### src/verilog/acs_pkg.sv
// Package for the converter control block: register map, fields, constants and types
package acs_pkg;
    // APB register byte offsets
    localparam logic [7:0] ACS_OFS_CTL = 8'h00;
    localparam logic [7:0] ACS_OFS_SEQ_FIRST = 8'h04;
    localparam logic [7:0] ACS_OFS_SEQ_SECOND = 8'h08;
    localparam logic [7:0] ACS_OFS_SEQ_THIRD = 8'h0c;
    localparam logic [7:0] ACS_OFS_OVS = 8'h10;
    localparam logic [7:0] ACS_OFS_STAT = 8'h14;
    localparam logic [7:0] ACS_OFS_DATA = 8'h18;
    localparam logic [7:0] ACS_OFS_CAL = 8'h1c;

    // Control register fields
    localparam int ACS_CTL_ON_BIT = 0;
    localparam int ACS_CTL_CONT_BIT = 1;
    localparam int ACS_CTL_CAL_START_BIT = 2;
    localparam int ACS_CTL_CAL_RESET_BIT = 3;
    localparam int ACS_CTL_ALIGN_BIT = 11;
    localparam int ACS_CTL_HWTRIG_EN_BIT = 20;
    localparam int ACS_CTL_SWSTART_BIT = 22;
    localparam int ACS_CTL_RES_LSB = 24;
    localparam int ACS_CTL_EOCIE_BIT = 5;
    localparam int ACS_CTL_WDIE_BIT = 6;
    localparam int ACS_CTL_WDEN_BIT = 23;

    // Sequence register fields
    localparam int ACS_SEQ_LEN_LSB = 20;
    localparam int ACS_CH_W = 5;
    localparam int ACS_SEQ_SLOTS = 16;
    localparam int ACS_CHANNELS = 18;

    // Oversampler fields
    localparam int ACS_OVS_EN_BIT = 0;
    localparam int ACS_OVS_RATIO_LSB = 2;
    localparam int ACS_OVS_SHIFT_LSB = 5;

    // Status fields
    localparam int ACS_STAT_WD_BIT = 0;
    localparam int ACS_STAT_EOC_BIT = 1;
    localparam int ACS_STAT_BUSY_BIT = 4;

    // Timing
    localparam int ACS_CLK_MHZ = 50;
    localparam int ACS_CAL_TIME_CYC = 16;
    localparam int ACS_CONV_TIME_CYC = 14;

    localparam logic [31:0] ACS_RST_VALUE = 32'h0000_0000;
    localparam logic [31:0] ACS_UNMAPPED_RDATA = 32'h0000_0000;

    typedef enum logic [1:0] {
        ACS_RES_12 = 2'b00,
        ACS_RES_10 = 2'b01,
        ACS_RES_8 = 2'b10,
        ACS_RES_6 = 2'b11
    } acs_res_type;

    typedef enum logic [1:0] {
        ACS_ST_OFF = 2'b00,
        ACS_ST_IDLE = 2'b01,
        ACS_ST_CAL = 2'b10,
        ACS_ST_CONV = 2'b11
    } acs_state_type;

    typedef struct packed {
        logic psel;
        logic penable;
        logic pwrite;
        logic [7:0] paddr;
        logic [31:0] pwdata;
    } acs_apb_req_type;

    typedef struct packed {
        logic pready;
        logic pslverr;
        logic [31:0] prdata;
    } acs_apb_rsp_type;

    typedef struct packed {
        logic power_down;
        logic cal_run;
        logic cal_clear;
        logic sample;
        logic [ACS_CH_W-1:0] channel;
        acs_res_type res;
    } acs_core_ctl_type;

    typedef struct packed {
        logic done;
        logic [11:0] result;
    } acs_core_rsp_type;
endpackage

### src/verilog/acs_top.sv
// Converter control: enable, calibration, routine sequence, storage and oversampling
// Operation
// - Writing calibration start begins calibration
// - Start bit reads one until calibration ends
// - Calibration factor kept until power off
// - Calibration reset clears held calibration state
// - Enable low holds module in reset
// - Enable low powers down analog part
// - Routine sequence holds at most sixteen entries
// - Four-bit length field sets conversion count
// - Sixteen external plus two internal inputs
// - Resolution selectable as 12, 10, 8, 6
// - Results stored right or left aligned
// - Oversampler accumulates 2x to 256x, 16-bit
// - Oversampler right shift up to eight
// - Interrupt on sequence end and threshold
// - Start from software or hardware trigger
// - Single per trigger, continuous repeats itself
// - Converter clock is divided system clock
//
// Added by the designer: the register addresses and the APB interface to the registers.
module acs_top
    import acs_pkg::*;
#(
    parameter int CLK_DIV = 2,
    parameter logic [11:0] WD_HIGH = 12'hfff,
    parameter logic [11:0] WD_LOW = 12'h000
) (
    input wire logic clk_sys_i,
    input wire logic rst_n_i,
    input wire acs_pkg::acs_apb_req_type apb_req_i,
    output acs_pkg::acs_apb_rsp_type apb_rsp_o,
    input wire logic hw_trigger_i,
    output acs_pkg::acs_core_ctl_type core_ctl_o,
    input wire acs_pkg::acs_core_rsp_type core_rsp_i,
    output logic irq_o
);
    import acs_pkg::*;

    logic [31:0] ctl_q;
    logic [31:0] seq_q [3];
    logic [31:0] ovs_q;
    logic [15:0] data_q;
    logic eoc_q;
    logic wd_q;
    logic cal_valid_q;
    acs_state_type state_q;
    logic [3:0] slot_q;
    logic [7:0] ovs_cnt_q;
    logic [19:0] acc_q;
    logic [7:0] div_q;
    logic ck_en;
    logic [1:0] trig_sync_q;
    logic trig_prev_q;
    logic trig_rise;
    logic wr_en;
    logic rd_en;
    logic on;
    logic start_req;
    logic [4:0] slot_ch [ACS_SEQ_SLOTS];
    logic [3:0] seq_len;
    logic [8:0] ovs_ratio;
    logic [11:0] res_masked;
    logic [15:0] stored;
    logic [19:0] acc_next;
    logic [19:0] ovs_shifted;
    logic last_sample;

    assign on = ctl_q[ACS_CTL_ON_BIT];
    assign wr_en = apb_req_i.psel & apb_req_i.penable & apb_req_i.pwrite;
    assign rd_en = apb_req_i.psel & ~apb_req_i.pwrite;
    assign seq_len = seq_q[0][ACS_SEQ_LEN_LSB +: 4];
    assign ovs_ratio = 9'(2) << ovs_q[ACS_OVS_RATIO_LSB +: 3];

    // Converter clock enable; the divider runs off the system clock, so no crossing
    always_ff @(posedge clk_sys_i or negedge rst_n_i) begin
        if (!rst_n_i) begin
            div_q <= 8'h00;
        end else if (div_q >= 8'(CLK_DIV - 1)) begin
            div_q <= 8'h00;
        end else begin
            div_q <= div_q + 8'h01;
        end
    end
    assign ck_en = (div_q == 8'h00);

    // Trigger arrives from outside this domain
    always_ff @(posedge clk_sys_i or negedge rst_n_i) begin
        if (!rst_n_i) begin
            trig_sync_q <= 2'b00;
            trig_prev_q <= 1'b0;
        end else begin
            trig_sync_q <= {trig_sync_q[0], hw_trigger_i};
            trig_prev_q <= trig_sync_q[1];
        end
    end
    assign trig_rise = trig_sync_q[1] & ~trig_prev_q & ctl_q[ACS_CTL_HWTRIG_EN_BIT];
    assign start_req = ctl_q[ACS_CTL_SWSTART_BIT] | trig_rise;

    // Sequence slots: six channels per word, 16 slots in three words
    genvar gi;
    generate
        for (gi = 0; gi < ACS_SEQ_SLOTS; gi = gi + 1) begin : g_slot
            assign slot_ch[gi] = seq_q[2 - gi / 6][(gi % 6) * ACS_CH_W +: ACS_CH_W];
        end
    endgenerate

    // Control register; hardware clears the start bits
    always_ff @(posedge clk_sys_i or negedge rst_n_i) begin
        if (!rst_n_i) begin
            ctl_q <= ACS_RST_VALUE;
        end else begin
            if (wr_en && apb_req_i.paddr == ACS_OFS_CTL) begin
                ctl_q <= apb_req_i.pwdata;
                // A one written while calibrating keeps the bit set; zero is ignored
                ctl_q[ACS_CTL_CAL_START_BIT] <= ctl_q[ACS_CTL_CAL_START_BIT]
                    | (apb_req_i.pwdata[ACS_CTL_CAL_START_BIT]
                    & apb_req_i.pwdata[ACS_CTL_ON_BIT]);
            end else begin
                if (state_q == ACS_ST_CONV) begin
                    ctl_q[ACS_CTL_SWSTART_BIT] <= 1'b0;
                end
                ctl_q[ACS_CTL_CAL_RESET_BIT] <= 1'b0;
            end
            // Completion wins over a control write in the same cycle, or calibration reruns
            if (state_q == ACS_ST_CAL && core_rsp_i.done && ck_en) begin
                ctl_q[ACS_CTL_CAL_START_BIT] <= 1'b0;
            end
            if (!on) begin
                ctl_q[ACS_CTL_CAL_START_BIT] <= 1'b0;
                ctl_q[ACS_CTL_SWSTART_BIT] <= 1'b0;
            end
        end
    end

    // Sequence and oversampler configuration
    always_ff @(posedge clk_sys_i or negedge rst_n_i) begin
        if (!rst_n_i) begin
            seq_q[0] <= ACS_RST_VALUE;
            seq_q[1] <= ACS_RST_VALUE;
            seq_q[2] <= ACS_RST_VALUE;
            ovs_q <= ACS_RST_VALUE;
        end else if (wr_en) begin
            case (apb_req_i.paddr)
                ACS_OFS_SEQ_FIRST: seq_q[0] <= apb_req_i.pwdata;
                ACS_OFS_SEQ_SECOND: seq_q[1] <= apb_req_i.pwdata;
                ACS_OFS_SEQ_THIRD: seq_q[2] <= apb_req_i.pwdata;
                ACS_OFS_OVS: ovs_q <= apb_req_i.pwdata;
                default: ;
            endcase
        end
    end

    // Main sequencer
    always_ff @(posedge clk_sys_i or negedge rst_n_i) begin
        if (!rst_n_i) begin
            state_q <= ACS_ST_OFF;
            slot_q <= 4'h0;
        end else if (!on) begin
            state_q <= ACS_ST_OFF;
            slot_q <= 4'h0;
        end else begin
            case (state_q)
                ACS_ST_OFF: state_q <= ACS_ST_IDLE;
                ACS_ST_IDLE: begin
                    if (ctl_q[ACS_CTL_CAL_START_BIT]) begin
                        state_q <= ACS_ST_CAL;
                    end else if (start_req) begin
                        state_q <= ACS_ST_CONV;
                        slot_q <= 4'h0;
                    end
                end
                ACS_ST_CAL: begin
                    if (core_rsp_i.done && ck_en) begin
                        state_q <= ACS_ST_IDLE;
                    end
                end
                ACS_ST_CONV: begin
                    if (last_sample) begin
                        if (slot_q == seq_len) begin
                            slot_q <= 4'h0;
                            if (!ctl_q[ACS_CTL_CONT_BIT]) begin
                                state_q <= ACS_ST_IDLE;
                            end
                        end else begin
                            slot_q <= slot_q + 4'h1;
                        end
                    end
                end
                default: state_q <= ACS_ST_OFF;
            endcase
        end
    end

    // Calibration factor lives in the core; this flag tracks it until power off
    always_ff @(posedge clk_sys_i or negedge rst_n_i) begin
        if (!rst_n_i) begin
            cal_valid_q <= 1'b0;
        end else if (!on || ctl_q[ACS_CTL_CAL_RESET_BIT]) begin
            cal_valid_q <= 1'b0;
        end else if (state_q == ACS_ST_CAL && core_rsp_i.done && ck_en) begin
            cal_valid_q <= 1'b1;
        end
    end

    // Resolution mask: lower bits dropped for shorter results
    always_comb begin
        case (acs_res_type'(ctl_q[ACS_CTL_RES_LSB +: 2]))
            ACS_RES_12: res_masked = core_rsp_i.result;
            ACS_RES_10: res_masked = {2'b00, core_rsp_i.result[11:2]};
            ACS_RES_8: res_masked = {4'h0, core_rsp_i.result[11:4]};
            ACS_RES_6: res_masked = {6'h00, core_rsp_i.result[11:6]};
            default: res_masked = core_rsp_i.result;
        endcase
    end

    assign acc_next = acc_q + {8'h00, res_masked};
    assign ovs_shifted = acc_next >> ovs_q[ACS_OVS_SHIFT_LSB +: 4];
    assign last_sample = state_q == ACS_ST_CONV && core_rsp_i.done && ck_en
        && (!ovs_q[ACS_OVS_EN_BIT] || {1'b0, ovs_cnt_q} == ovs_ratio - 9'h001);

    // Left alignment: 6-bit results align in the low byte, others in 16 bits
    always_comb begin
        if (ovs_q[ACS_OVS_EN_BIT]) begin
            stored = ovs_shifted[15:0];
        end else if (!ctl_q[ACS_CTL_ALIGN_BIT]) begin
            stored = {4'h0, res_masked};
        end else begin
            case (acs_res_type'(ctl_q[ACS_CTL_RES_LSB +: 2]))
                ACS_RES_10: stored = {res_masked[9:0], 6'h00};
                ACS_RES_8: stored = {res_masked[7:0], 8'h00};
                ACS_RES_6: stored = {8'h00, res_masked[5:0], 2'b00};
                default: stored = {res_masked, 4'h0};
            endcase
        end
    end

    // Oversampling accumulator
    always_ff @(posedge clk_sys_i or negedge rst_n_i) begin
        if (!rst_n_i) begin
            acc_q <= 20'h00000;
            ovs_cnt_q <= 8'h00;
        end else if (state_q != ACS_ST_CONV) begin
            acc_q <= 20'h00000;
            ovs_cnt_q <= 8'h00;
        end else if (core_rsp_i.done && ck_en) begin
            if (last_sample) begin
                acc_q <= 20'h00000;
                ovs_cnt_q <= 8'h00;
            end else begin
                acc_q <= acc_next;
                ovs_cnt_q <= ovs_cnt_q + 8'h01;
            end
        end
    end

    // Result and status flags; set wins over software clear
    always_ff @(posedge clk_sys_i or negedge rst_n_i) begin
        if (!rst_n_i) begin
            data_q <= 16'h0000;
            eoc_q <= 1'b0;
            wd_q <= 1'b0;
        end else if (!on) begin
            data_q <= 16'h0000;
            eoc_q <= 1'b0;
            wd_q <= 1'b0;
        end else begin
            if (wr_en && apb_req_i.paddr == ACS_OFS_STAT) begin
                eoc_q <= apb_req_i.pwdata[ACS_STAT_EOC_BIT] & eoc_q;
                wd_q <= apb_req_i.pwdata[ACS_STAT_WD_BIT] & wd_q;
            end
            if (last_sample) begin
                data_q <= stored;
                if (slot_q == seq_len) begin
                    eoc_q <= 1'b1;
                end
                if (ctl_q[ACS_CTL_WDEN_BIT]
                    && (core_rsp_i.result > WD_HIGH || core_rsp_i.result < WD_LOW)) begin
                    wd_q <= 1'b1;
                end
            end
        end
    end

    assign irq_o = (eoc_q & ctl_q[ACS_CTL_EOCIE_BIT])
        | (wd_q & ctl_q[ACS_CTL_WDIE_BIT]);

    // Core control; input select covers 18 channels
    always_ff @(posedge clk_sys_i or negedge rst_n_i) begin
        if (!rst_n_i) begin
            core_ctl_o <= '0;
            core_ctl_o.power_down <= 1'b1;
            core_ctl_o.cal_clear <= 1'b1;
        end else begin
            core_ctl_o.power_down <= ~on;
            // Gated by enable so no request outlives the power-down edge
            core_ctl_o.cal_run <= on && state_q == ACS_ST_CAL;
            core_ctl_o.cal_clear <= ctl_q[ACS_CTL_CAL_RESET_BIT] | ~on;
            core_ctl_o.sample <= on && state_q == ACS_ST_CONV;
            core_ctl_o.channel <= (slot_ch[slot_q] < 5'(ACS_CHANNELS))
                ? slot_ch[slot_q] : 5'h00;
            core_ctl_o.res <= acs_res_type'(ctl_q[ACS_CTL_RES_LSB +: 2]);
        end
    end

    // APB read mux; zero-wait slave
    always_comb begin
        apb_rsp_o.pready = 1'b1;
        apb_rsp_o.pslverr = 1'b0;
        apb_rsp_o.prdata = ACS_UNMAPPED_RDATA;
        if (rd_en) begin
            case (apb_req_i.paddr)
                ACS_OFS_CTL: apb_rsp_o.prdata = ctl_q;
                ACS_OFS_SEQ_FIRST: apb_rsp_o.prdata = seq_q[0];
                ACS_OFS_SEQ_SECOND: apb_rsp_o.prdata = seq_q[1];
                ACS_OFS_SEQ_THIRD: apb_rsp_o.prdata = seq_q[2];
                ACS_OFS_OVS: apb_rsp_o.prdata = ovs_q;
                ACS_OFS_STAT: apb_rsp_o.prdata = {27'h0, state_q == ACS_ST_CONV,
                    2'b00, eoc_q, wd_q};
                ACS_OFS_DATA: apb_rsp_o.prdata = {16'h0000, data_q};
                ACS_OFS_CAL: apb_rsp_o.prdata = {31'h0, cal_valid_q};
                default: apb_rsp_o.pslverr = apb_req_i.penable;
            endcase
        end
    end
endmodule
### config.mk
export PLATFORM = sky130hd
export DESIGN_NAME = acs_top
export DESIGN_NICKNAME = d
export VERILOG_FILES = /design/src/verilog/acs_pkg.sv /design/src/verilog/acs_top.sv
export SDC_FILE = /design/constraint.sdc
export NUM_CORES = 1
export LEC_CHECK = 0
export ABC_AREA = 1
export BUFFER_PORTS_ARGS = -buffer_cell sky130_fd_sc_hd__clkbuf_2
export CAP_MARGIN = 30
export CORE_ASPECT_RATIO = 1.5
export CORE_MARGIN = 2
export CORE_UTILIZATION = 40
export CTS_CLUSTER_SIZE = 28
export DETAILED_ROUTE_END_ITERATION = 12
export HOLD_SLACK_MARGIN = 0.02
export PLACE_DENSITY_LB_ADDON = 0.12
export SLEW_MARGIN = 20
export SYNTH_ARGS = -nofsm -noshare
export SYNTH_HDL_FRONTEND = slang
export SYNTH_SLANG_ARGS = --single-unit
### constraint.sdc
create_clock -name clk_sys_i -period 3.6 [get_ports clk_sys_i]
set_input_delay 0.72 -clock clk_sys_i [delete_from_list [all_inputs] [get_ports clk_sys_i]]
set_output_delay 0.72 -clock clk_sys_i [all_outputs]
set_load 0.01 [all_outputs]
# Word-level counts from Yosys, hierarchy flattened
# Index checks and enable logic that the tools add are counted.
[totals]
reg_bits = 235
input_bits = 59
output_inout_bits = 46
elab_cells = 162
[op_classes]
add_sub_neg = 5
n_lt_le_gt_ge = 5
n_eq_ne = 27
shift = 2
muxes = 51
bitwise = 18
n_reduce_logical = 29
[op_table]
columns = ["cell", "count"]
rows = [
  ["$pmux W32 S8", 1],
  ["$mux W16", 4],
  ["$mux W20", 3],
  ["$pmux W12 S4", 1],
  ["$pmux W16 S3", 1],
  ["$mux W33", 1],
  ["$eq A8 B5 Y1 const B", 4],
  ["$mux W8", 4],
  ["$add A20 B12 Y20", 1],
  ["$bmux W5 S4", 1],
  ["$mux W4", 5],
  ["$shr A20 B4 Y16", 1],
  ["$ne A3 B3 Y1 const B", 6],
  ["$mux W1", 17],
  ["$add A8 B1 Y8 const B", 2],
  ["$eq A8 B4 Y1 const B", 2],
  ["$logic_not A8 Y1", 2],
  ["$mux W5", 3],
  ["$mux W2", 7],
  ["$gt A12 B12 Y1 const B", 1],
  ["$lt A12 B1 Y1 const B", 1],
  ["$logic_and A1 B1 Y1", 11],
  ["$and A1 B1 Y1", 10],
  ["$eq A8 B9 Y1", 1],
  ["28 further kinds", 47],
]

# Depth between registers and ports, before layout
[logic_depth]
ltp_word = 8
depth_mapped = 25

# Worst setup path after synthesis
# No wires, ideal clock.
[synth_timing]
path_type = "input-to-reg"
from = "input port core_rsp_i[6] (netlist name)"
to = "register data_q[15]"
t_arrival_ns = 2.728
t_required_ns = 3.483
slack_ns = 0.755
stages = 19
path_cell_list = "inv_1 -> o2111ai_1 -> ha_1 -> inv_1 -> fa_1 -> inv_1 -> nand3_1 -> nand3_2 -> nand3_1 -> nand3_2 -> nand3_1 -> nand2_1 -> nand2_1 -> nand3_1 -> nand3_1 -> nand3_1 -> nand2_1 -> nand2_1 -> nand2_1"
[synth_between]
elab_chain_len = 6
[synth_rtl]
columns = ["item", "line_no", "text"]
rows = [
  ["start, declared", "acs_top.sv:35", "input wire acs_pkg::acs_core_rsp_type core_rsp_i,"],
  ["$pmux W12 S4", "acs_top.sv:208", "case (acs_res_type'(ctl_q[ACS_CTL_RES_LSB +: 2]))"],
  ["$add A20 B12 Y20", "acs_top.sv:217", "assign acc_next = acc_q + {8'h00, res_masked};"],
  ["$shr A20 B4 Y16", "acs_top.sv:218", "assign ovs_shifted = acc_next >> ovs_q[ACS_OVS_SHIFT_LSB +: 4];"],
  ["$mux W16", "acs_top.sv:224", "if (ovs_q[ACS_OVS_EN_BIT]) begin"],
  ["$mux W16", "acs_top.sv:272", "if (last_sample) begin"],
  ["$mux W16", "acs_top.sv:263", "end else if (!on) begin"],
  ["end signal, assigned", "acs_top.sv:273", "data_q <= stored;"],
  ["end, declared", "acs_top.sv:43", "logic [15:0] data_q;"],
]
# No other way between the ends. The select of a mux whose other input is x is not followed.
# A chain may end at the register's enable or synchronous reset.

==> flow_summary.toml <==
[synth]
syn-mean-instance-area_um2 = 7.43
async_reset_ff_frac = 1.00
synth-edff-count = 0
ys_ff_latch = 235
yosysUniqueCellTypes = 54
ys.flop_type = "dfrtp_1"
syn_area_um2 = 13400
synth.most_common_cell = "nand2_1"
syn-instance-count = 1799
synth_top_area_frac = 0.436
yosysSeqAreaShare = 0.440
synth_area_leader_cell = "dfrtp_1"
yosysWarnings = 0
ys_top_cells_by_count = "nand2_1 (497), dfrtp_1 (233), o21ai_0 (202)"
synth_area_leaders = "dfrtp_1 (44%), nand2_1 (14%), o21ai_0 (7.6%), nand3_1 (5.8%), inv_1 (5.0%)"

[placement]
post_dp_cell_area_um2 = 14700
routabilityCongestion = 0.914
dp_hpwl_um = 35200
place_ws_ns = -0.0394
io_buffers = 103

[global_routing]
overflow = 0
grt_use_total = 0.269
antenna_found_initial = 0
grt_pass1_wl_um = 73900
grt_max_degree = 88
grt_pass1_vias = 12900

[setup_path]
critPathRequiredTime_ns = 2.88
rrSetupSlack_ns = 0.34
startpoint = "apb_req_i[33]"
critPathMaxFanout = 19
startpoint_type = "input pin"
worst-setup-path-type = "in -> out"
cp-end-kind = "output pin"
crit_chain = "clkbuf_2 > nor2_2 > inv_2 > nor3_1 > nand2_1 > inv_2 > buf_12 > nand2_1 > a41oi_1 > clkbuf_2"
slowest_delay_ns = 0.39
rr_endpoint = "data_q[7]"
path_delay_family = "buffers and inverters"
cp.buffers_inverters = 5
arrival_ns = 2.60
r2r.worst_path.cells = 23
rr_startpoint = "ctl_q[24]"
crit_path_top_delay_cell = "a41oi_1"

[route]
highest_layer = "met4"
wl_met2_um = 24500
drc = 0
wl_met3_um = 2180
routed_wl_um = 46800
dr_total_vias = 12700
detailedRoute.firstPassIterationCount = 6
drtIter0Drc = 861
wl_met1_um = 17500
drt-vias-per-instance = 5.42
wl_per_cell_um = 19.9
ant_nets = 0

[floorplanning]
start_util = 0.403
core_um2 = 33100
fp.dieW_um = 153
placementRows = 82
ios = 105
die_area_um2 = 34900
fp.dieH_um = 228

[power]
p_seq_frac = 0.410
p_sw_uw = 2140
finalPower_uw = 6960
power_density_nw_per_um2 = 447
p_int_uw = 4830
power.leakage_uw = 0.00719
max-vdd-ir-drop_mv = 0.342
combPwrFrac = 0.186
p_sw_frac = 0.307
pwr-share-clk = 0.404

[timing]
fin_worst_skew_ns = 0.0101
fin_hold_ws_ns = 0.128
period_minus_slack_ns = 3.32
worst_slew_pin_slew_ns = 0.870
rsz0062_at_grt = "false"
setup_viol = 0
finalMaxSlewViolations = 0
setup_slack_ns = 0.279
fmax_mhz = 301
period_share = 0.922
slew_headroom = 0.420
finalSetupTns_ns = 0
hold_viol_final = 0

[clock_network]
cts-root-buf = "clkbuf_16"
post_cts_buffers = 0
insertion_delay_ns = 0.55
htreeDepth = 1
cts_made_buffers = 26
clk_pin_slew_ns = 0.06
cts_sinks = 235
cts_buffer_depth = 3
tritoncts = "yes"

[finish]
n_antenna_cell = 0
final_layout_size_suffix_gt1_frac = 0.145
nets = 1992
area_growth_pct = 16.5
fillers = 3445
postLayoutCellArea_um2 = 15600

[worst_hold_path]
hold_class = "in -> async"

[outcome]
run_status = "finished clean"

[run]
cap_violations = 0
[through the flow]
stage / std cells / utilization
final: 2352 / 0.470
after global routing: 2352 / 0.470
after CTS: 2352 / 0.469
after detailed placement: 2305 / 0.442
after global placement: 2305 / 0.442
after floorplan: 1803 / -
[layout by cell type (no fill, tap or decap), types with 4 or more instances in the layout]
cell type,netlist,layout
clkinv_1,8,8
clkbuf_1,57,5
nor3_2,4,4
clkbuf_16,0,27
nor2_2,4,8
and2_1,13,13
nor2_1,81,77
buf_4,2,62
xnor2_1,6,6
clkinv_2,0,5
a21oi_1,83,82
clkbuf_2,0,102
clkbuf_8,0,5
xor2_1,13,13
a221oi_1,26,26
conb_1,2,6
o22ai_1,30,30
o211ai_1,15,15
ha_1,19,19
o21ai_1,27,27
inv_1,178,178
nand2_2,5,9
inv_2,17,17
a22o_1,5,5
nor3_1,9,9
dfrtp_1,233,231
o21ai_0,202,202
a31oi_1,12,12
nand2_1,497,493
nand3_1,156,155
buf_12,0,6
a21oi_2,8,9
o2111ai_1,9,8
nor4_1,4,4
nand4_1,7,7
[cell families after synthesis]
family	after synthesis	synth area share
simple gates	795	0.254
compound gates	436	0.188
buf+inv	292	0.0852
flops	235	0.440
fa+ha+maj	20	0.0193
xor+xnor	19	0.0125
other cells	2	0.000562
[sequential cells by signal (all words and copies together) (netlist names)]
name	count
acc_q	20
cal_valid_q	1
core_ctl_o	11
ctl_q	32
data_q	16
div_q	8
eoc_q	1
ovs_cnt_q	8
ovs_q	32
seq_len	4
seq_q	92
slot_q	4
state_q	2
trig_prev_q	1
trig_sync_q	2
wd_q	1
[power groups by stage]
stage | Sequential, uW | Clock [uW] | Combinational, uW
finish | 2850 | 2810 | 1300
global route | 2870 | 2980 | 1430
CTS | 2850 | 2880 | 1300
detailed placement | 2900 | 0 | 1300
global placement | 2900 | 0 | 1280
floorplan | 2880 | 0 | 795
[routing by layer]
layer	up-vias	GRT usage
met2	377	0.494
met4	0	0.135
met5	-	0
met1	6051	0.306
li1	6205	-
met3	113	0.0283
[area by class of cell]
type,instances,area (um^2),area share
tap,420,526,0.0337
clock inverter,10,130,0.00836
inverter,203,762,0.0489
multi-input combinational,1276,6400,0.411
timing repair buffer,171,1110,0.0713
clock buffer,37,763,0.0490
sequential,235,5890,0.378
[how the worst max path moves through the flow]
stage	to	slack, ns	depth (start not counted)
after floorplan	data_q[15]	0.76	19
after global placement	data_q[7]	-0.07	20
after detailed placement	data_q[7]	-0.04	20
after CTS	data_q[7]	0.08	19
after global routing	data_q[7]	0.003	23
final	apb_rsp_o[0]	0.28	10
[timing repair]
| action | CTS | global route |
|---|---|---|
| hold buffers | 0 | 0 |
| endpoints found under the setup margin | 0 | 16 |
| endpoints found under the hold margin | 0 | 0 |
| resized for setup | 0 | 10 |
(Power assumes the default switching activity.)
